--- src/asp_regs.vh ---
`ifndef ASP_REGS_VH
`define ASP_REGS_VH
// ----------------------------------------
// register indices (byte address over four)
// ----------------------------------------
`define ASP_IDX_DATA        3'h0
`define ASP_IDX_IEN         3'h1
`define ASP_IDX_IID         3'h2
`define ASP_IDX_LCR         3'h3
`define ASP_IDX_MCR         3'h4
`define ASP_IDX_LSR         3'h5
`define ASP_IDX_MSR         3'h6
`define ASP_IDX_SCR         3'h7
`define ASP_ADDR_WIDTH      5
// ----------------------------------------
// line control fields
// ----------------------------------------
`define ASP_LCR_STOP        2
`define ASP_LCR_PAR_ON      3
`define ASP_LCR_EVEN        4
`define ASP_LCR_STICK       5
`define ASP_LCR_BREAK       6
`define ASP_LCR_DIVISOR_ACCESS_BIT        7
// ----------------------------------------
// modem control fields
// ----------------------------------------
`define ASP_MCR_LOOP        4
// ----------------------------------------
// reset values
// ----------------------------------------
`define ASP_DIV_RESET       16'h0001
`define ASP_IID_NONE        8'h01
// ----------------------------------------
// timing
// ----------------------------------------
`define ASP_OVERSAMPLE      16
`define ASP_MID_SAMPLE      4'h7
`endif

--- src/asp_rx.v ---
`timescale 1ns/1ps
`include "asp_regs.vh"
module asp_rx (
  input  wire       pclk,
  input  wire       presetn,
  input  wire       tick,
  input  wire       serial_in,
  input  wire [1:0] word_len,
  input  wire       par_on,
  input  wire       even,
  input  wire       stick,
  output reg        done,
  output reg  [7:0] data,
  output reg        par_err,
  output reg        frm_err,
  output reg        brk
);
  // ----------------------------------------
  // sampler at mid bit on the 16x tick
  // ----------------------------------------
  localparam R_IDLE = 2'd0;
  localparam R_BITS = 2'd1;
  localparam R_STOP = 2'd2;
  reg [1:0] state;
  reg [3:0] sub;
  reg [3:0] cnt;
  reg [8:0] shreg;
  reg       zeros;
  wire [3:0] dbits = {2'b00, word_len} + 4'd5;
  wire [3:0] total = dbits + {3'b000, par_on};
  wire [7:0] mask  = 8'hff >> (3'd3 - {1'b0, word_len});
  // first data bit moved down to bit 0
  wire [8:0] aligned = shreg >> (4'd9 - total);
  always @(posedge pclk or negedge presetn) begin
    if (!presetn) begin
      state   <= R_IDLE;
      sub     <= 4'h0;
      cnt     <= 4'h0;
      shreg   <= 9'h000;
      zeros   <= 1'b1;
      done    <= 1'b0;
      data    <= 8'h00;
      par_err <= 1'b0;
      frm_err <= 1'b0;
      brk     <= 1'b0;
    end else begin
      done <= 1'b0;
      if (tick) begin
        case (state)
          R_IDLE: begin
            sub   <= 4'h0;
            zeros <= 1'b1;
            cnt   <= 4'h0;
            if (!serial_in)
              state <= R_BITS;
          end
          R_BITS: begin
            sub <= sub + 4'h1;
            if (sub == `ASP_MID_SAMPLE) begin
              if (cnt == 4'h0 && serial_in)
                state <= R_IDLE; // glitch, not a start bit
              else if (cnt != 4'h0) begin
                shreg <= {serial_in, shreg[8:1]};
                zeros <= zeros & ~serial_in;
              end
              if (cnt == total)
                state <= R_STOP;
              cnt <= cnt + 4'h1;
            end
          end
          R_STOP: begin
            sub <= sub + 4'h1;
            if (sub == `ASP_MID_SAMPLE) begin
              data    <= aligned[7:0] & mask;
              // last bit shifted in is the parity bit
              par_err <= par_on &
                         (shreg[8] != (stick ? ~even : ((^(aligned[7:0] & mask)) ^ ~even)));
              frm_err <= ~serial_in;
              brk     <= zeros & ~serial_in;
              done    <= 1'b1;
              state   <= R_IDLE;
            end
          end
          default: state <= R_IDLE;
        endcase
      end
    end
  end
endmodule

--- src/asp_top.v ---
`timescale 1ns/1ps
`include "asp_regs.vh"
// How it works
// - frame: start, five to eight data, optional parity, one/one-half/two stops
// - divisor 1 to 65535 divides pclk into a 16x tick driving transmitter
// - same 16x tick times receiver sampling
// - divisor bit clear: offset 0 is receive/transmit byte, offset 1 irq enable
// - divisor bit set: offsets 0 and 1 reach divisor low and high bytes
// - offsets 2 to 7 are ident, line ctrl, modem ctrl, statuses, scratch
// - irq enable bits 0-3 gate rx, tx empty, line, modem; host writes zero above
// - ident bit 0 low when pending, bits 1-2 id, bits 3-7 zero
// - line control bits 1:0 select five to eight data bits
// - line control bits 2-5: stops, parity on, even, stick
// - line control bit 6 forces break, bit 7 selects divisor bytes
// - modem control bits 0-3 drive outputs, bit 4 loopback; host zeros above
// - line status bits 0-4: ready, overrun, parity, framing, break
// - line status bit 5 holding empty, bit 6 shifter empty, bit 7 zero
// - modem status bits 0-3 flag input changes and ring trailing edge
// - modem status bits 4-7 show current input levels
// - divisor is high byte over low byte, sixteen bits
module asp_top (
  input  wire        pclk,
  input  wire        presetn,
  input  wire        psel,
  input  wire        penable,
  input  wire        pwrite,
  input  wire [31:0] paddr,
  input  wire [31:0] pwdata,
  output reg  [31:0] prdata,
  output reg         pready,
  output reg         pslverr,
  input  wire        serial_in,
  input  wire        cts_n,
  input  wire        dsr_n,
  input  wire        ring_n,
  input  wire        dcd_n,
  output reg         serial_out,
  output reg         dtr_n,
  output reg         rts_n,
  output reg         out1_n,
  output reg         out2_n,
  output reg         irq_pending
);
  // ----------------------------------------
  // registers
  // ----------------------------------------
  reg [7:0]  divisor_low;
  reg [7:0]  divisor_high;
  reg [7:0]  irq_enable;
  reg [7:0]  line_ctrl;
  reg [7:0]  modem_ctrl;
  reg [7:0]  scratch_byte;
  reg [7:0]  tx_holding;
  reg [7:0]  rx_buffer;
  reg        tx_holding_empty;
  reg        data_ready;
  reg        overrun;
  reg        parity_fault;
  reg        framing_fault;
  reg        line_break_seen;
  reg        clear_send_changed;
  reg        set_ready_changed;
  reg        ring_trailing_edge;
  reg        carrier_changed;
  reg [3:0]  modem_prev;
  reg [15:0] div_cnt;
  reg        tick;
  reg        tx_pending;
  wire       divisor_access_bit = line_ctrl[`ASP_LCR_DIVISOR_ACCESS_BIT];
  wire       loop = modem_ctrl[`ASP_MCR_LOOP];
  wire [15:0] divisor = {divisor_high, divisor_low};
  // ----------------------------------------
  // bus decode
  // ----------------------------------------
  wire        access  = psel & penable & pready;
  wire        wr      = access & pwrite;
  wire        rd      = access & ~pwrite;
  wire [2:0]  idx     = paddr[4:2];
  wire        mapped  = (paddr[31:`ASP_ADDR_WIDTH] == 27'h0) & (paddr[1:0] == 2'b00);
  // ----------------------------------------
  // baud divider
  // ----------------------------------------
  always @(posedge pclk or negedge presetn) begin
    if (!presetn) begin
      div_cnt <= 16'h0000;
      tick    <= 1'b0;
    end else begin
      // divisor 0 treated as 1; keeps the tick alive
      if (div_cnt + 16'h0001 >= divisor) begin
        div_cnt <= 16'h0000;
        tick    <= 1'b1;
      end else begin
        div_cnt <= div_cnt + 16'h0001;
        tick    <= 1'b0;
      end
    end
  end
  // ----------------------------------------
  // serial engines
  // ----------------------------------------
  wire       tx_line;
  wire       tx_busy;
  wire       tx_take;
  wire       rx_done;
  wire [7:0] rx_data;
  wire       rx_perr;
  wire       rx_ferr;
  wire       rx_brk;
  wire       tx_drive = tx_line & ~line_ctrl[`ASP_LCR_BREAK];
  wire       rx_line  = loop ? tx_drive : serial_in;
  asp_tx u_tx (
    .pclk       (pclk),
    .presetn    (presetn),
    .tick       (tick),
    .load       (tx_pending & ~tx_busy),
    .data       (tx_holding),
    .word_len   (line_ctrl[1:0]),
    .two_stop   (line_ctrl[`ASP_LCR_STOP]),
    .par_on     (line_ctrl[`ASP_LCR_PAR_ON]),
    .even       (line_ctrl[`ASP_LCR_EVEN]),
    .stick      (line_ctrl[`ASP_LCR_STICK]),
    .serial_out (tx_line),
    .busy       (tx_busy),
    .take       (tx_take)
  );
  asp_rx u_rx (
    .pclk      (pclk),
    .presetn   (presetn),
    .tick      (tick),
    .serial_in (rx_line),
    .word_len  (line_ctrl[1:0]),
    .par_on    (line_ctrl[`ASP_LCR_PAR_ON]),
    .even      (line_ctrl[`ASP_LCR_EVEN]),
    .stick     (line_ctrl[`ASP_LCR_STICK]),
    .done      (rx_done),
    .data      (rx_data),
    .par_err   (rx_perr),
    .frm_err   (rx_ferr),
    .brk       (rx_brk)
  );
  // ----------------------------------------
  // modem inputs, looped or external
  // ----------------------------------------
  // order: cts, dsr, ring, carrier; active high internally
  wire [3:0] modem_now = loop ? {modem_ctrl[3], modem_ctrl[2], modem_ctrl[0], modem_ctrl[1]}
                              : {~dcd_n, ~ring_n, ~dsr_n, ~cts_n};
  // ----------------------------------------
  // interrupt identification
  // ----------------------------------------
  wire ev_line  = overrun | parity_fault | framing_fault | line_break_seen;
  wire ev_modem = clear_send_changed | set_ready_changed | ring_trailing_edge | carrier_changed;
  reg  [7:0] irq_ident;
  always @* begin
    // priority: line status, data, holding empty, modem
    if (irq_enable[2] & ev_line)
      irq_ident = 8'h06;
    else if (irq_enable[0] & data_ready)
      irq_ident = 8'h04;
    else if (irq_enable[1] & tx_holding_empty)
      irq_ident = 8'h02;
    else if (irq_enable[3] & ev_modem)
      irq_ident = 8'h00;
    else
      irq_ident = `ASP_IID_NONE;
  end
  wire [7:0] line_status = {1'b0, ~tx_busy & tx_holding_empty & ~tx_pending,
                            tx_holding_empty, line_break_seen, framing_fault,
                            parity_fault, overrun, data_ready};
  wire [7:0] modem_status = {modem_now, carrier_changed, ring_trailing_edge,
                             set_ready_changed, clear_send_changed};
  reg [7:0] rd_mux;
  always @* begin
    case (idx)
      `ASP_IDX_DATA: rd_mux = divisor_access_bit ? divisor_low : rx_buffer;
      `ASP_IDX_IEN:  rd_mux = divisor_access_bit ? divisor_high : irq_enable;
      `ASP_IDX_IID:  rd_mux = irq_ident;
      `ASP_IDX_LCR:  rd_mux = line_ctrl;
      `ASP_IDX_MCR:  rd_mux = modem_ctrl;
      `ASP_IDX_LSR:  rd_mux = line_status;
      `ASP_IDX_MSR:  rd_mux = modem_status;
      default:       rd_mux = scratch_byte;
    endcase
  end
  wire rd_rbr = rd & mapped & idx == `ASP_IDX_DATA & ~divisor_access_bit;
  wire rd_lsr = rd & mapped & idx == `ASP_IDX_LSR;
  wire rd_msr = rd & mapped & idx == `ASP_IDX_MSR;
  wire wr_ok  = wr & mapped;
  // ----------------------------------------
  // register state
  // ----------------------------------------
  always @(posedge pclk or negedge presetn) begin
    if (!presetn) begin
      pready             <= 1'b0;
      prdata             <= 32'h0000_0000;
      pslverr            <= 1'b0;
      {divisor_high, divisor_low} <= `ASP_DIV_RESET;
      irq_enable         <= 8'h00;
      line_ctrl          <= 8'h00;
      modem_ctrl         <= 8'h00;
      scratch_byte       <= 8'h00;
      tx_holding         <= 8'h00;
      tx_pending         <= 1'b0;
      tx_holding_empty   <= 1'b1;
      rx_buffer          <= 8'h00;
      data_ready         <= 1'b0;
      overrun            <= 1'b0;
      parity_fault       <= 1'b0;
      framing_fault      <= 1'b0;
      line_break_seen    <= 1'b0;
      clear_send_changed <= 1'b0;
      set_ready_changed  <= 1'b0;
      ring_trailing_edge <= 1'b0;
      carrier_changed    <= 1'b0;
      modem_prev         <= 4'h0;
      serial_out         <= 1'b1;
      dtr_n              <= 1'b1;
      rts_n              <= 1'b1;
      out1_n             <= 1'b1;
      out2_n             <= 1'b1;
      irq_pending        <= 1'b0;
    end else begin
      // no wait state: answer in the access cycle after setup
      pready  <= psel & ~pready;
      pslverr <= psel & ~pready & ~mapped;
      if (psel & ~pready & ~pwrite)
        prdata <= mapped ? {24'h000000, rd_mux} : 32'h0000_0000;
      if (wr_ok) begin
        case (idx)
          `ASP_IDX_DATA: begin
            if (divisor_access_bit)
              divisor_low <= pwdata[7:0];
            else begin
              tx_holding <= pwdata[7:0];
              tx_pending <= 1'b1;
            end
          end
          `ASP_IDX_IEN: begin
            if (divisor_access_bit)
              divisor_high <= pwdata[7:0];
            else
              irq_enable <= {4'h0, pwdata[3:0]};
          end
          `ASP_IDX_LCR: line_ctrl    <= pwdata[7:0];
          `ASP_IDX_MCR: modem_ctrl   <= {3'b000, pwdata[4:0]};
          `ASP_IDX_SCR: scratch_byte <= pwdata[7:0];
          default: ;
        endcase
      end
      if (tx_take)
        tx_pending <= 1'b0;
      tx_holding_empty <= ~((wr_ok & idx == `ASP_IDX_DATA & ~divisor_access_bit) |
                           (tx_pending & ~tx_take));
      // hardware set beats the read clear
      if (rx_done) begin
        rx_buffer       <= rx_data;
        data_ready      <= 1'b1;
        overrun         <= data_ready & ~rd_rbr;
        parity_fault    <= rx_perr;
        framing_fault   <= rx_ferr;
        line_break_seen <= rx_brk;
      end else begin
        if (rd_rbr)
          data_ready <= 1'b0;
        if (rd_lsr) begin
          overrun         <= 1'b0;
          parity_fault    <= 1'b0;
          framing_fault   <= 1'b0;
          line_break_seen <= 1'b0;
        end
      end
      modem_prev         <= modem_now;
      clear_send_changed <= (modem_now[0] ^ modem_prev[0]) | (clear_send_changed & ~rd_msr);
      set_ready_changed  <= (modem_now[1] ^ modem_prev[1]) | (set_ready_changed & ~rd_msr);
      ring_trailing_edge <= (~modem_now[2] & modem_prev[2]) | (ring_trailing_edge & ~rd_msr);
      carrier_changed    <= (modem_now[3] ^ modem_prev[3]) | (carrier_changed & ~rd_msr);
      serial_out  <= loop ? 1'b1 : tx_drive;
      dtr_n       <= loop | ~modem_ctrl[0];
      rts_n       <= loop | ~modem_ctrl[1];
      out1_n      <= loop | ~modem_ctrl[2];
      out2_n      <= loop | ~modem_ctrl[3];
      irq_pending <= ~irq_ident[0];
    end
  end
endmodule

--- src/asp_tx.v ---
`timescale 1ns/1ps
`include "asp_regs.vh"
module asp_tx (
  input  wire       pclk,
  input  wire       presetn,
  input  wire       tick,
  input  wire       load,
  input  wire [7:0] data,
  input  wire [1:0] word_len,
  input  wire       two_stop,
  input  wire       par_on,
  input  wire       even,
  input  wire       stick,
  output reg        serial_out,
  output reg        busy,
  output reg        take
);
  // ----------------------------------------
  // frame shifter
  // ----------------------------------------
  localparam S_IDLE = 2'd0;
  localparam S_BITS = 2'd1;
  localparam S_STOP = 2'd2;
  reg [1:0]  state;
  reg [3:0]  sub;
  reg [10:0] shreg;
  reg [3:0]  nbits;
  reg [4:0]  stop_len;
  wire [3:0] dbits = {2'b00, word_len} + 4'd5;
  wire       dpar  = ^(data & (8'hff >> (3'd3 - {1'b0, word_len})));
  wire       pbit  = stick ? ~even : (dpar ^ even ^ 1'b1);
  wire [10:0] frame = {2'b11, pbit, data} << 0;
  always @(posedge pclk or negedge presetn) begin
    if (!presetn) begin
      state      <= S_IDLE;
      sub        <= 4'h0;
      shreg      <= 11'h7ff;
      nbits      <= 4'h0;
      stop_len   <= 5'd0;
      serial_out <= 1'b1;
      busy       <= 1'b0;
      take       <= 1'b0;
    end else begin
      take <= 1'b0;
      case (state)
        S_IDLE: begin
          if (load) begin
            busy  <= 1'b1;
            take  <= 1'b1;
            if (par_on)
              shreg <= ({3'b111, data} & ~(11'h7ff << dbits)) |
                       ({10'h000, pbit} << dbits) | (11'h7fe << dbits);
            else
              shreg <= ({3'b111, data} & ~(11'h7ff << dbits)) | (11'h7ff << dbits);
            nbits      <= dbits + {3'b000, par_on};
            // one and a half stops only at five bits
            // stop ticks minus one: 16, 24 or 32 ticks of mark
            stop_len   <= !two_stop ? 5'd15 : (word_len == 2'b00 ? 5'd23 : 5'd31);
            serial_out <= 1'b0;
            sub        <= 4'h0;
            state      <= S_BITS;
          end
        end
        S_BITS: begin
          if (tick) begin
            sub <= sub + 4'h1;
            if (sub == 4'hf) begin
              serial_out <= shreg[0];
              shreg      <= {1'b1, shreg[10:1]};
              nbits      <= nbits - 4'h1;
              if (nbits == 4'h0) begin
                serial_out <= 1'b1;
                state      <= S_STOP;
              end
            end
          end
        end
        S_STOP: begin
          if (tick) begin
            if (stop_len == 5'd0) begin
              busy  <= 1'b0;
              state <= S_IDLE;
            end
            stop_len <= stop_len - 5'd1;
          end
        end
        default: state <= S_IDLE;
      endcase
    end
  end
endmodule

--- config.mk ---
export PLATFORM = sky130hd
export DESIGN_NAME = asp_top
export DESIGN_NICKNAME = d
export VERILOG_FILES = /design/src/asp_rx.v /design/src/asp_top.v /design/src/asp_tx.v
export VERILOG_INCLUDE_DIRS = /design/src
export SDC_FILE = /design/constraint.sdc
export NUM_CORES = 1
export LEC_CHECK = 0
export ABC_AREA = 1
export CAP_MARGIN = 20
export CORE_ASPECT_RATIO = 0.6
export CORE_MARGIN = 8
export CORE_UTILIZATION = 44
export CTS_BUF_LIST = sky130_fd_sc_hd__clkbuf_8
export DETAILED_ROUTE_END_ITERATION = 12
export DONT_BUFFER_PORTS = 1
export GPL_TIMING_DRIVEN = 0
export HOLD_SLACK_MARGIN = 0.06
export SYNTH_ARGS = -nofsm -noshare
export SYNTH_HDL_FRONTEND = slang
export SYNTH_SLANG_ARGS = --single-unit
export TNS_END_PERCENT = 5
--- constraint.sdc ---
create_clock -name pclk -period 2.9 [get_ports pclk]
set_input_delay 0.435 -clock pclk [delete_from_list [all_inputs] [get_ports pclk]]
set_output_delay 0.435 -clock pclk [all_outputs]
set_load 0.02 [all_outputs]
After elaboration in Yosys (flattened, before gate mapping)

Index checks and enable logic that the tools add are counted.

Input port bits: 74
Output and inout port bits: 40
Flip-flop bits (word level): 190
Logic and storage cells: 296

Add/subtract/negate cells: 10
Equal/unequal tests: 28
Reduce and logical (&&, ||, !) cells: 41
Bitwise logic cells: 85
Shift operators: 5
Multiplexer cells: 77
Magnitude comparators: 1

Operators with widths:

| kind                  | number |
|---|---|
| $pmux 8 s7            | 1 |
| $mux 11               | 4 |
| $and 1x1->1           | 33 |
| $or 11x11->11         | 3 |
| $mux 1                | 32 |
| $mux 4                | 8 |
| $pmux 4 s2            | 4 |
| $logic_not 27->1      | 1 |
| $reduce_and 3->1      | 9 |
| $not 1->1             | 25 |
| $mux 2                | 12 |
| $mux 8                | 3 |
| $pmux 11 s2           | 1 |
| $shl 11x4->11 const A | 2 |
| $add 16x1->16 const B | 1 |
| $and 8x8->8           | 2 |
| $ge 16x16->1          | 1 |
| $mux 16               | 1 |
| $ne 2x1->1 const B    | 8 |
| $reduce_bool 2->1     | 8 |
| $reduce_xor 8->1      | 2 |
| $mux 5                | 3 |
| $or 1x1->1            | 15 |
| $reduce_and 5->1      | 3 |
| 38 further kinds      | 65 |

Logic depth before layout (Yosys ltp)

Gate-level depths: netlist (run 1).

Depth after elaboration: 13
Gate-level depth with buffers: 21
Gate-level depth less buffers: 20

Hierarchy

From an unflattened synthesis (run 1), not the netlist that was laid out.

Cells, all modules: 1247
Area total of the unflattened synthesis: 9595.5 µm²

By module, submodules not included:

| module  | instances | seq. area each (µm²) | cells each | area each (µm²) |
|---|---|---|---|---|
| asp_top | 1         | 2636.3               | 699        | 5674.2 |
| asp_rx  | 1         | 802.0                | 278        | 2016.9 |
| asp_tx  | 1         | 740.7                | 270        | 1904.3 |

Least setup slack after synthesis (run 1)

OpenSTA, ideal clock, no wires.

Path kind: reg-to-reg
Start: register div_cnt[0]
End: register div_cnt[10]
Slack: -255 ps
Arrival: 3025 ps
Library setup time: 131 ps
Period minus slack after synthesis: 3155 ps
Cell stages (with the launch flop): 20
Path buffers: 1
Data required time: 2769 ps
Cells stage by stage: dfrtp_1 > ha_1 > nand2_1 > nor2_1 > nand2_1 > nor3_1 > nand2_1 > nor2_1 > nand3_1 > nand2_1 > inv_1 > or2_2 > inv_1 > ha_1 > nand2_1 > nor2_1 > nand4_1 > o311ai_1 > clkbuf_1 > nor2_1

Longest elaborated chain between the ends: 3

Ends and longest elaborated chain:

| item                   | RTL line                   | RTL |
|---|---|---|
| start, declared        | asp_top.v:66               | `reg [15:0] div_cnt;` |
| start signal, assigned | asp_top.v:93               | `div_cnt <= div_cnt + 16'h0001;` |
| $add 16x1->16 (*)      | asp_top.v:89, asp_top.v:93 |  |
| $ge 16x16->1           | asp_top.v:89               | `if (div_cnt + 16'h0001 >= divisor) begin` |
| $mux 16 (*)            | asp_top.v:89               |  |

Mark *: on every way between the ends. The rest lies on a longest branch, timed or not.
A chain may end at the register's enable or synchronous reset.

Final worst setup path (run 1)

Start: register div_cnt[0]
End: register div_cnt[5]

Same word-level chain as after synthesis.

==> reports/results.txt, run 1 <==
Status - complete, but fails checks
Failing checks - hold timing, setup timing
GPL Wtd Cong - 0.952
Placed instance count - 1463
Synthesized area per cell - 7.72 um^2
Antenna diode count - 0
PwrDens - 443 mW/mm^2
Die area - 0.0255 mm^2
Leak Pwr - 4.94 nW
GR Overflow Total - 0
Synth top area cells - dfrtp_1, nand2_1, o21ai_0, inv_1, dfstp_2
Tot GR Track Use - 19.3%
Critical Path RT - 3.26 ns
Ys async rst share - 100%
Synth Register Bits - 166
Critical Path Stages - 19
Clock Latency Late Sink - 0.47 ns
Register area share after synthesis - 46.4%
Max-slew violations - 0
Routed Wire Length - 24300 um
Minimum clock period - 3.05 ns
Hold slack - -0.335 ns
Antenna Violating Nets Remaining - 0
VDD IR max - 308 uV
Htree depth - 4
Critical-path cell list - ha_2 > nand2_2 > nor2_2 > nand2_2 > nor3_4 > nand2_2 > nor2_4 > nand3_2 > nand2_1 > inv_1 > or2_4 > inv_2 > ha_4 > nand2_4 > nor2_4 > nand4_1 > o311ai_4 > clkbuf_8 > nor2_1
Max_slew headroom - 35.0%
Worst reg2reg startpoint - div_cnt[0]$_DFF_PN0_
Iteration-0 DRC Markers - 819
Crit path DAT - 3.41 ns
Count of cell types in the netlist - 48
Post-route setup slack - -0.153 ns
Worst Hold Class - primary input to async pin
Syn-to-layout area delta - 12.1%
Synth Instances - 1167
Yosys warnings - 0
Vias in the first global route - 6949
Post-DR vias/cell - 5.19
DRC - 0
Core area - 0.0201 mm^2
Worst-margin pin slew - 0.950 ns
Max Cap Viol - 0
Final hold violations - 157
CTS tree - done
CP endpoint kind - register
CP max FO - 5
Input/output buffers - 0
End of the critical path - div_cnt[5]$_DFF_PN0_
Synth top area share - 40.5%
CP max-delay cell - dfrtp_1
Share of cells above drive strength 1 - 10.2%
Initial Util - 44.9%
Setup crit start - div_cnt[0]$_DFF_PN0_
Largest area contributor in the netlist - dfrtp_1
Placed wire-length estimate - 18400 um
RSZ-0062 raised after global routing - yes
Most used cell along the critical path - nand2_2
FF-to-FF End - div_cnt[5]$_DFF_PN0_
DR pass1 iterations - 5
Hold_buf cts - 1
Worst Setup Start Kind - register
CP Buf/Inv Count - 3
Total CTS buffers - 17
Worst setup path class - register to register
FF-to-FF setup slack - -0.15 ns
Largest net degree at the start of global routing - 167
Die height - 127 um
Die W - 201 um
CP delay by family, top - simple AND/OR/NAND/NOR gates
Post-synth EDFFs - 0
Clock Sinks - 166
Final Cycle Share - 105%
Fmax - 328 MHz
Nets@finish - 1328
First-pass GRT wire length - 39200 um
Worst reg2reg path depth - 19
Worst-case clock buffer depth - 2
WL per Instance - 16.1 um
Skew final - 0.00947 ns
I/O pin total - 114
Root Buffer - clkbuf_8
Total number of vias - 7823
Final setup vio count - 17
CTS clk-pin slew, worst paths - 0.09 ns
Initial antenna violation count - 0
Row cnt - 40
Crit path largest cell delay - 0.40 ns
Syn Std Cell Area - 0.00901 mm^2
Dominant synthesized flop cell - dfrtp_1
Non-filler cells, final - 1506
-- layout make-up --
| cell class | instances | area [um^2] |
|---|---|---|
| buffer | 46 | 279 |
| clock buffer | 19 | 262 |
| clock inverter | 13 | 158 |
| fill | 1960 | 9970 |
| inverter | 165 | 619 |
| multi-input combinational | 813 | 4160 |
| sequential | 166 | 4180 |
| tap | 273 | 342 |
| timing repair buffer | 11 | 95.1 |
-- through the flow --
stage | total power [W] | utilization (%) | worst slack, ns | setup TNS, ns | instance area (um^2)
6_report | 0.00448 | 50.3 | -0.153 | -2.01 | 10100
2_1_floorplan | 0.00265 | - | 0.0154 | 0 | 9120
3_5_place_dp | 0.00272 | 47.1 | -0.745 | -10.46 | 9460
4_1_cts | 0.00451 | 49.7 | -0.125 | -1.61 | 9970
3_3_place_gp | 0.00272 | 47.1 | -0.649 | -8.88 | 9460
5_1_grt | 0.00466 | 50.3 | -0.360 | -5.80 | 10100
-- worst min path at each step --
stage | endpoint | cells past startpoint
6_report | u_tx.nbits[1]$_DFFE_PN0P_ | 0
5_1_grt | u_tx.stop_len[2]$_DFFE_PN0P_ | 0
4_1_cts | u_tx.sub[3]$_DFFE_PN0P_ | 0
3_5_place_dp | u_tx.nbits[2]$_DFFE_PN0P_ | 0
3_3_place_gp | u_tx.nbits[2]$_DFFE_PN0P_ | 0
2_1_floorplan | carrier_changed$_DFF_PN0_ | 0
-- cell usage in the layout (no fill, tap or decap), types with 5 or more instances in the layout --
cell / Yosys / layout
a21oi_1: 37 / 36
a221oi_1: 6 / 6
buf_4: 24 / 33
clkbuf_1: 19 / 18
clkbuf_8: 0 / 21
conb_1: 1 / 24
dfrtp_1: 146 / 144
dfstp_2: 20 / 20
ha_1: 33 / 31
inv_1: 161 / 162
nand2_1: 333 / 328
nand3_1: 40 / 39
nand4_1: 22 / 22
nor2_1: 85 / 76
nor2_2: 1 / 6
nor3_1: 12 / 10
nor4_1: 11 / 11
o211ai_1: 5 / 5
o21ai_0: 146 / 145
o22ai_1: 5 / 5
xor2_1: 10 / 9
-- synth_stat cells, drive strengths merged, types with 2 or more instances --
cell type	n
nor4	11
o22ai	5
a21oi	37
o2111ai	2
o221ai	3
dfstp	20
o21bai	4
clkinv	2
a211oi	2
ha	33
o311ai	2
inv	163
a21boi	2
nand4	22
nor3	15
xor2	10
xnor2	3
a31oi	3
o21ai	146
a221oi	6
nand3	42
nor2	86
o21a	3
o211ai	5
nand2	333
buf	27
or2	3
clkbuf	19
dfrtp	146
-- timing repair --
item	in CTS	in global routing
endpoints found under the hold margin	167	166
cloned	1	0
buffers inserted	3	6
setup endpoints to repair	18	24
pin swaps	4	16
gates resized for setup	16	23
-- registers in the layout, indices dropped and copies added, names as in the netlist, 4 cells and up --
register,count
u_tx.nbits,4
irq_enable,4
modem_prev,4
u_rx.shreg,9
u_tx.stop_len,5
rx_buffer,8
line_ctrl,8
u_rx.data,8
div_cnt,16
modem_ctrl,5
u_rx.cnt,4
divisor_low,8
divisor_high,8
prdata,8
u_tx.shreg,11
u_rx.sub,4
tx_holding,8
scratch_byte,8
u_tx.sub,4
-- cells by family (layout without fill, tap and decap cells) --
logic type,after synthesis,in the layout,share of synthesized area [%]
simple gates,515,515,23.7
compound gates,227,227,14.0
buf+inv,211,254,9.83
flops,166,166,46.4
fa+ha+maj,34,34,4.80
xor+xnor,13,13,1.26
other cells,1,24,0.0416
-- power breakdown --
group          switching, W  leakage (nW)  internal [W]
registers         0.0000263          2.13       0.00235
logic              0.000207          2.60      0.000105
clock network      0.000898         0.208      0.000893
-- metal layers --
metal  wire length, um  up-vias  track usage [%]
met1             13100     3698             31.4
met5                 0        -                0
met4               139        0             3.36
met3              1970       10             5.52
met2              9090      270             24.2
li1                  -     3845                -
(Power assumes the default switching activity.)
==> inputs of run 2 (changes only) <==
Settings changed: CORE_ASPECT_RATIO 0.6 to 0.8, MAX_ROUTING_LAYER from default to met4.
Clock period 2.9 ns to 3.8 ns, I/O delays scaled along.
==> reports/results.txt, run 2 (synthesis results as in run 1) <==
Status - complete, but fails checks
Failing checks - hold timing
Worst setup path class - register to register
Most frequent cells in the layout - nand2_1, inv_1, o21ai_0, dfrtp_1, nor2_1
Critical-path cell list - ha_1 > nand2_1 > nor2_1 > nand2_1 > nor3_1 > nand2_1 > nor2_1 > nand3_1 > nand2_1 > inv_1 > or2_2 > inv_1 > ha_1 > nand2_1 > nor2_1 > nand4_1 > o311ai_4 > clkbuf_2 > nor2_1
Final setup vio count - 0 (-17)
CP max-delay cell - dfrtp_1
PwrDens - 362 mW/mm^2 (-18%)
Row cnt - 47 (+18%)
Max-slew violations - 0 (unchanged)
Initial antenna violation count - 2 (+2)
Fmax - 303 MHz (-7.6%)
Worst Setup Start Kind - register
Total number of vias - 7565 (-3.3%)
Vias in the first global route - 7032 (+1.2%)
GR Overflow Total - 0 (unchanged)
Die W - 176 um (-12%)
Biggest regs - div_cnt (16), u_tx.shreg (11), u_rx.shreg (9)
CP max FO - 10 (+5)
Minimum clock period - 3.30 ns (+0.252 ns)
Hold slack - -0.195 ns (+0.140 ns)
Non-filler cells, final - 1495 (-0.73%)
Clock Latency Late Sink - 0.47 ns (about the same)
Post-DR vias/cell - 5.06 (-2.6%)
Clock Sinks - 166 (unchanged)
Core Util, Final - 48.8% (-1.5 points)
Antenna Violating Nets Remaining - 0 (unchanged)
Largest net degree at the start of global routing - 167 (unchanged)
Sum Neg Setup Slack - 0 ns (+2.01 ns)
Die height - 144 um (+14%)
Iteration-0 DRC Markers - 647 (-21%)
Critical Path RT - 4.14 ns (+0.88 ns)
Tot GR Track Use - 18.8% (-0.45 points)
CTS tree - done
WL per Instance - 15.3 um (-5.5%)
Final Cycle Share - 87.0% (-18 points)
DRC - 0 (unchanged)
I/O pin total - 114 (unchanged)
Setup crit start - div_cnt[0]$_DFF_PN0_
Max Cap Viol - 0 (unchanged)
Largest reg by FF count - div_cnt
Most used cell along the critical path - nand2_1
Fin area - 0.00996 mm^2 (-1.4%)
Input/output buffers - 0 (unchanged)
First-pass GRT wire length - 36800 um (-6.1%)
Leak Pwr - 4.90 nW (-0.72%)
Crit path largest cell delay - 0.43 ns (+0.03 ns)
Placed inst area - 0.00943 mm^2 (-0.25%)
Syn-to-layout area delta - 10.5%
Core area - 0.0204 mm^2 (+1.7%)
CTS clk-pin slew, worst paths - 0.10 ns (about the same)
Total CTS buffers - 17 (unchanged)
CP delay by family, top - simple AND/OR/NAND/NOR gates
Most common cell after layout, fill and taps aside - nand2_1
Die area - 0.0253 mm^2 (-0.48%)
Routed Wire Length - 22800 um (-6.2%)
Root Buffer - clkbuf_8
Worst-margin pin slew - 0.928 ns (-0.0224 ns)
Htree depth - 4 (unchanged)
Share of cells above drive strength 1 - 7.68% (-2.5 points)
Largest register FFs - 16 (unchanged)
Worst reg2reg startpoint - div_cnt[0]$_DFF_PN0_
GPL Wtd Cong - 0.909 (-4.5%)
Worst Hold Class - primary input to async pin
CP Buf/Inv Count - 3 (unchanged)
CP endpoint kind - register
VDD IR max - 222 uV (-28%)
Initial Util - 44.2% (-0.74 points)
Crit path DAT - 3.65 ns (+0.24 ns)
Nets@finish - 1319 (-0.68%)
Placed wire-length estimate - 16900 um (-8.0%)
Worst-case clock buffer depth - 2 (unchanged)
Placed instance count - 1459 (-0.27%)
Max_slew headroom - 36.5% (+1.5 points)
DR pass1 iterations - 5 (unchanged)
RSZ-0062 raised after global routing - no
Skew final - 0.0188 ns (+0.00932 ns)
Final hold violations - 148 (-5.7%)
## run 2: changes by cell type in the layout (fill, tap and decap cells not counted), moves of 3 or more
cell,change
nor2_1,+9
buf_4,-7
nand2_1,+5
nor2_2,-5
clkbuf_8,-4
nand2_2,-4
nor2_4,-4
bufinv_16,+3
clkinvlp_4,-3
## run 2: layout make-up
class	instances	area [um^2]
fill	1999	10400
sequential	166	4180
multi-input combinational	813	4050
inverter	165	619
tap	269	337
buffer	46	268
clock inverter	15	251
clock buffer	17	234
timing repair buffer	2	15.0
antenna	2	5.00
## run 2: timing repair
item / 4_1_cts / 5_1_grt
setup buffers: 0 / 2
pin swaps: 0 / 1
endpoints found under the hold margin: 166 / 164
setup endpoints to repair: 10 / 10
resized for setup: 1 / 3
## run 2: through the flow
| step | setup WS [ns] | hold slack, ns | total power (W) |
|---|---|---|---|
| floorplan | 0.645 | 0.274 | 0.00202 |
| global route | 0.0864 | -0.236 | 0.00375 |
| finish | 0.495 | -0.195 | 0.00361 |
| detailed placement | -0.219 | 0.287 | 0.00208 |
| CTS | 0.0452 | -0.234 | 0.00365 |
| global placement | -0.130 | 0.287 | 0.00207 |
## run 2: where the power goes
| group | leakage (nW) | switching (W) | total, W | internal [W] |
|---|---|---|---|---|
| Sequential | 2.14 | 0.0000200 | 0.00181 | 0.00179 |
| Combinational | 2.52 | 0.000158 | 0.000238 | 0.0000794 |
| Clock | 0.244 | 0.000701 | 0.00156 | 0.000857 |
## run 2: final timing paths
check	end	slack, ns	depth (start not counted)
hold / removal	u_rx.sub[0]$_DFFE_PN0P_	-0.20	0
max in group asynchronous	divisor_low[0]$_DFFE_PN1P_	3.55	0
hold reg to reg	tx_pending$_DFFE_PN0P_	0.42	1
setup reg to reg	div_cnt[10]$_DFF_PN0_	0.50	19
min in group pclk	pready$_DFF_PN0_	0.20	2
setup / recovery	div_cnt[10]$_DFF_PN0_	0.50	19
## run 2: worst register-to-register path, stage by stage, from the launching register on
cell      delay [ns]
dfrtp_1         0.43
ha_1            0.19
nand2_1         0.08
nor2_1          0.09
nand2_1         0.09
nor3_1          0.20
nand2_1         0.13
nor2_1          0.16
nand3_1         0.12
nand2_1         0.07
inv_1           0.03
or2_2           0.29
inv_1           0.06
ha_1            0.11
nand2_1         0.04
nor2_1          0.14
nand4_1         0.19
o311ai_4        0.39
clkbuf_2        0.30
nor2_1          0.07
## run 2: metal layers
metal | global-route usage [%] | share of wire (%) | vias to the layer above
li1 | - | - | 3837
met2 | 26.9 | 42 | 188
met1 | 26.4 | 51 | 3517
met3 | 4.59 | 6.3 | 23
met5 | - | 0 | -
met4 | 5.12 | 1.2 | 0
==> inputs of run 3 (changes only) <==
Settings changed: CORE_MARGIN 8 to 2.
==> reports/results.txt, run 3 (synthesis results as in run 1) <==
Clock Sinks - 166 (unchanged)
Htree depth - 4 (unchanged)
Core area - 0.0200 mm^2 (-2.1%)
Antenna Violating Nets Remaining - 0 (unchanged)
Leak Pwr - 4.89 nW (-0.20%)
Clock Latency Late Sink - 0.47 ns (about the same)
Crit path DAT - 3.56 ns (-0.09 ns)
Fmax - 311 MHz (+2.7%)
Failing checks - hold timing
Met2 Use GR - 31.5% (+4.6 points)
Tot GR Track Use - 22.4% (+3.6 points)
Total CTS buffers - 17 (unchanged)
Share of cells above drive strength 1 - 7.68% (unchanged)
Post-route setup slack - 0.583 ns (+0.0877 ns)
Max_slew headroom - 54.2% (+18 points)
Worst-case clock buffer depth - 2 (unchanged)
Status - complete, but fails checks
Final setup vio count - 0 (unchanged)
RSZ-0062 raised after global routing - no
Biggest regs - div_cnt (16), u_tx.shreg (11), u_rx.shreg (9)
Die height - 132 um (-8.3%)
Row cnt - 46 (-2.1%)
Placement Setup Slack - -0.164 ns (+0.0548 ns)
Antenna diode count - 0 (-2)
Root Buffer - clkbuf_8
Worst setup path class - register to register
Grt met1 use - 32.5% (+6.1 points)
GRT met3 Usage - 5.22% (+0.63 points)
VDD IR max - 198 uV (-11%)
Most frequent cells in the layout - nand2_1, inv_1, o21ai_0, dfrtp_1, nor2_1
Input/output buffers - 0 (unchanged)
CTS clk-pin slew, worst paths - 0.10 ns (about the same)
Non-filler cells, final - 1488 (-0.47%)
Skew final - 0.0208 ns (+0.00205 ns)
Global route hottest layer - met1
Final Cycle Share - 84.7% (-2.3 points)
Total number of vias - 7591 (+0.34%)
CP endpoint kind - register
Initial antenna violation count - 0 (-2)
Sum Neg Setup Slack - 0 ns (unchanged)
Most common cell after layout, fill and taps aside - nand2_1
Critical Path RT - 4.15 ns (about the same)
Initial Util - 45.1% (+0.96 points)
GR Overflow Total - 0 (unchanged)
Die W - 164 um (-6.8%)
Worst Hold Class - primary input to async pin
Routed Wire Length - 22500 um (-1.5%)
Hold slack - -0.216 ns (-0.0201 ns)
Worst Setup Start Kind - register
Largest reg by FF count - div_cnt
Fin area - 0.00992 mm^2 (-0.36%)
Post-DR vias/cell - 5.10 (+0.82%)
CTS tree - done
Vias in the first global route - 7046 (+0.20%)
Worst-margin pin slew - 0.670 ns (-0.258 ns)
Syn-to-layout area delta - 10.1%
Die area - 0.0216 mm^2 (-15%)
Final hold violations - 157 (+6.1%)
Iteration-0 DRC Markers - 675 (+4.3%)
Largest net degree at the start of global routing - 167 (unchanged)
PwrDens - 357 mW/mm^2 (-1.4%)
Max Cap Viol - 0 (unchanged)
DR pass1 iterations - 5 (unchanged)
Nets@finish - 1319 (unchanged)
Minimum clock period - 3.22 ns (-0.0877 ns)
Placed wire-length estimate - 16800 um (-0.95%)
Placed inst area - 0.00943 mm^2 (about the same)
Placed instance count - 1454 (-0.34%)
Max-slew violations - 0 (unchanged)
WL per Instance - 15.1 um (-1.1%)
DRC - 0 (unchanged)
CP max FO - 10 (unchanged)
GPL Wtd Cong - 0.908 (-0.12%)
First-pass GRT wire length - 36900 um (+0.41%)
Largest register FFs - 16 (unchanged)
I/O pin total - 114 (unchanged)
-- run 3: power by group --
group	switching (W)	internal [W]	leakage, nW	total, W
clock	0.000707	0.000791	0.234	0.00150
sequential	0.0000198	0.00179	2.14	0.00181
combinational	0.000154	0.0000797	2.52	0.000234
total	0.000881	0.00266	4.89	0.00354
-- run 3: layout make-up --
cell class / count / area (um^2)
Buffer: 46 / 268
Clock buffer: 17 / 234
Clock inverter: 15 / 226
Fill cell: 1949 / 10000
Inverter: 165 / 619
Multi-Input combinational cell: 813 / 4050
Sequential cell: 166 / 4180
Tap cell: 264 / 330
Timing Repair Buffer: 2 / 15.0
-- run 3: path summary, 6_finish.rpt --
check                                           from                         end  slack (ns)  depth (start not counted)
min in group pclk                               psel            pready$_DFF_PN0_        0.20                          2
worst min-delay path                         presetn   u_rx.shreg[2]$_DFFE_PN0P_       -0.22                          0
max in group asynchronous                    presetn  tx_holding_empty$_DFF_PN1_        3.66                          0
worst max register to register  div_cnt[0]$_DFF_PN0_       div_cnt[10]$_DFF_PN0_        0.58                         16
worst min register to register   u_tx.take$_DFF_PN0_      tx_pending$_DFFE_PN0P_        0.42                          1
worst max-delay path            div_cnt[0]$_DFF_PN0_       div_cnt[10]$_DFF_PN0_        0.58                         16
-- run 3: what timing repair did --
item,4_1_cts,5_1_grt
setup buffers,0,2
pin swaps,0,1
cloned,0,0
endpoints found under the hold margin,166,166
endpoints found under the setup margin,10,10
resized for setup,1,3
-- run 3: routing by layer --
metal	vias to the layer above	share of wire, %
li1	3844	-
met1	3508	50
met3	25	6.4
met2	214	43
met4	0	1.5
met5	-	0
-- run 3: critical path, cell delays in order (launching register included) --
cell and delay [ns]:
dfrtp_1 0.43, nand4_1 0.14, nor2_1 0.17, inv_1 0.06
nor2_1 0.20, nand4_1 0.18, nor3_1 0.17, inv_1 0.09
o21ai_0 0.20, inv_1 0.09, ha_1 0.30, nand2_1 0.06
nor2_1 0.15, nand4_1 0.18, o311ai_4 0.33, clkbuf_2 0.30
nor2_1 0.06
-- run 3: metrics by stage --
stage,total power [W],utilization (%)
6_report,0.00354,49.7
5_1_grt,0.00369,49.7
4_1_cts,0.00357,49.5
3_5_place_dp,0.00208,47.2
3_3_place_gp,0.00207,47.2
2_1_floorplan,0.00202,-
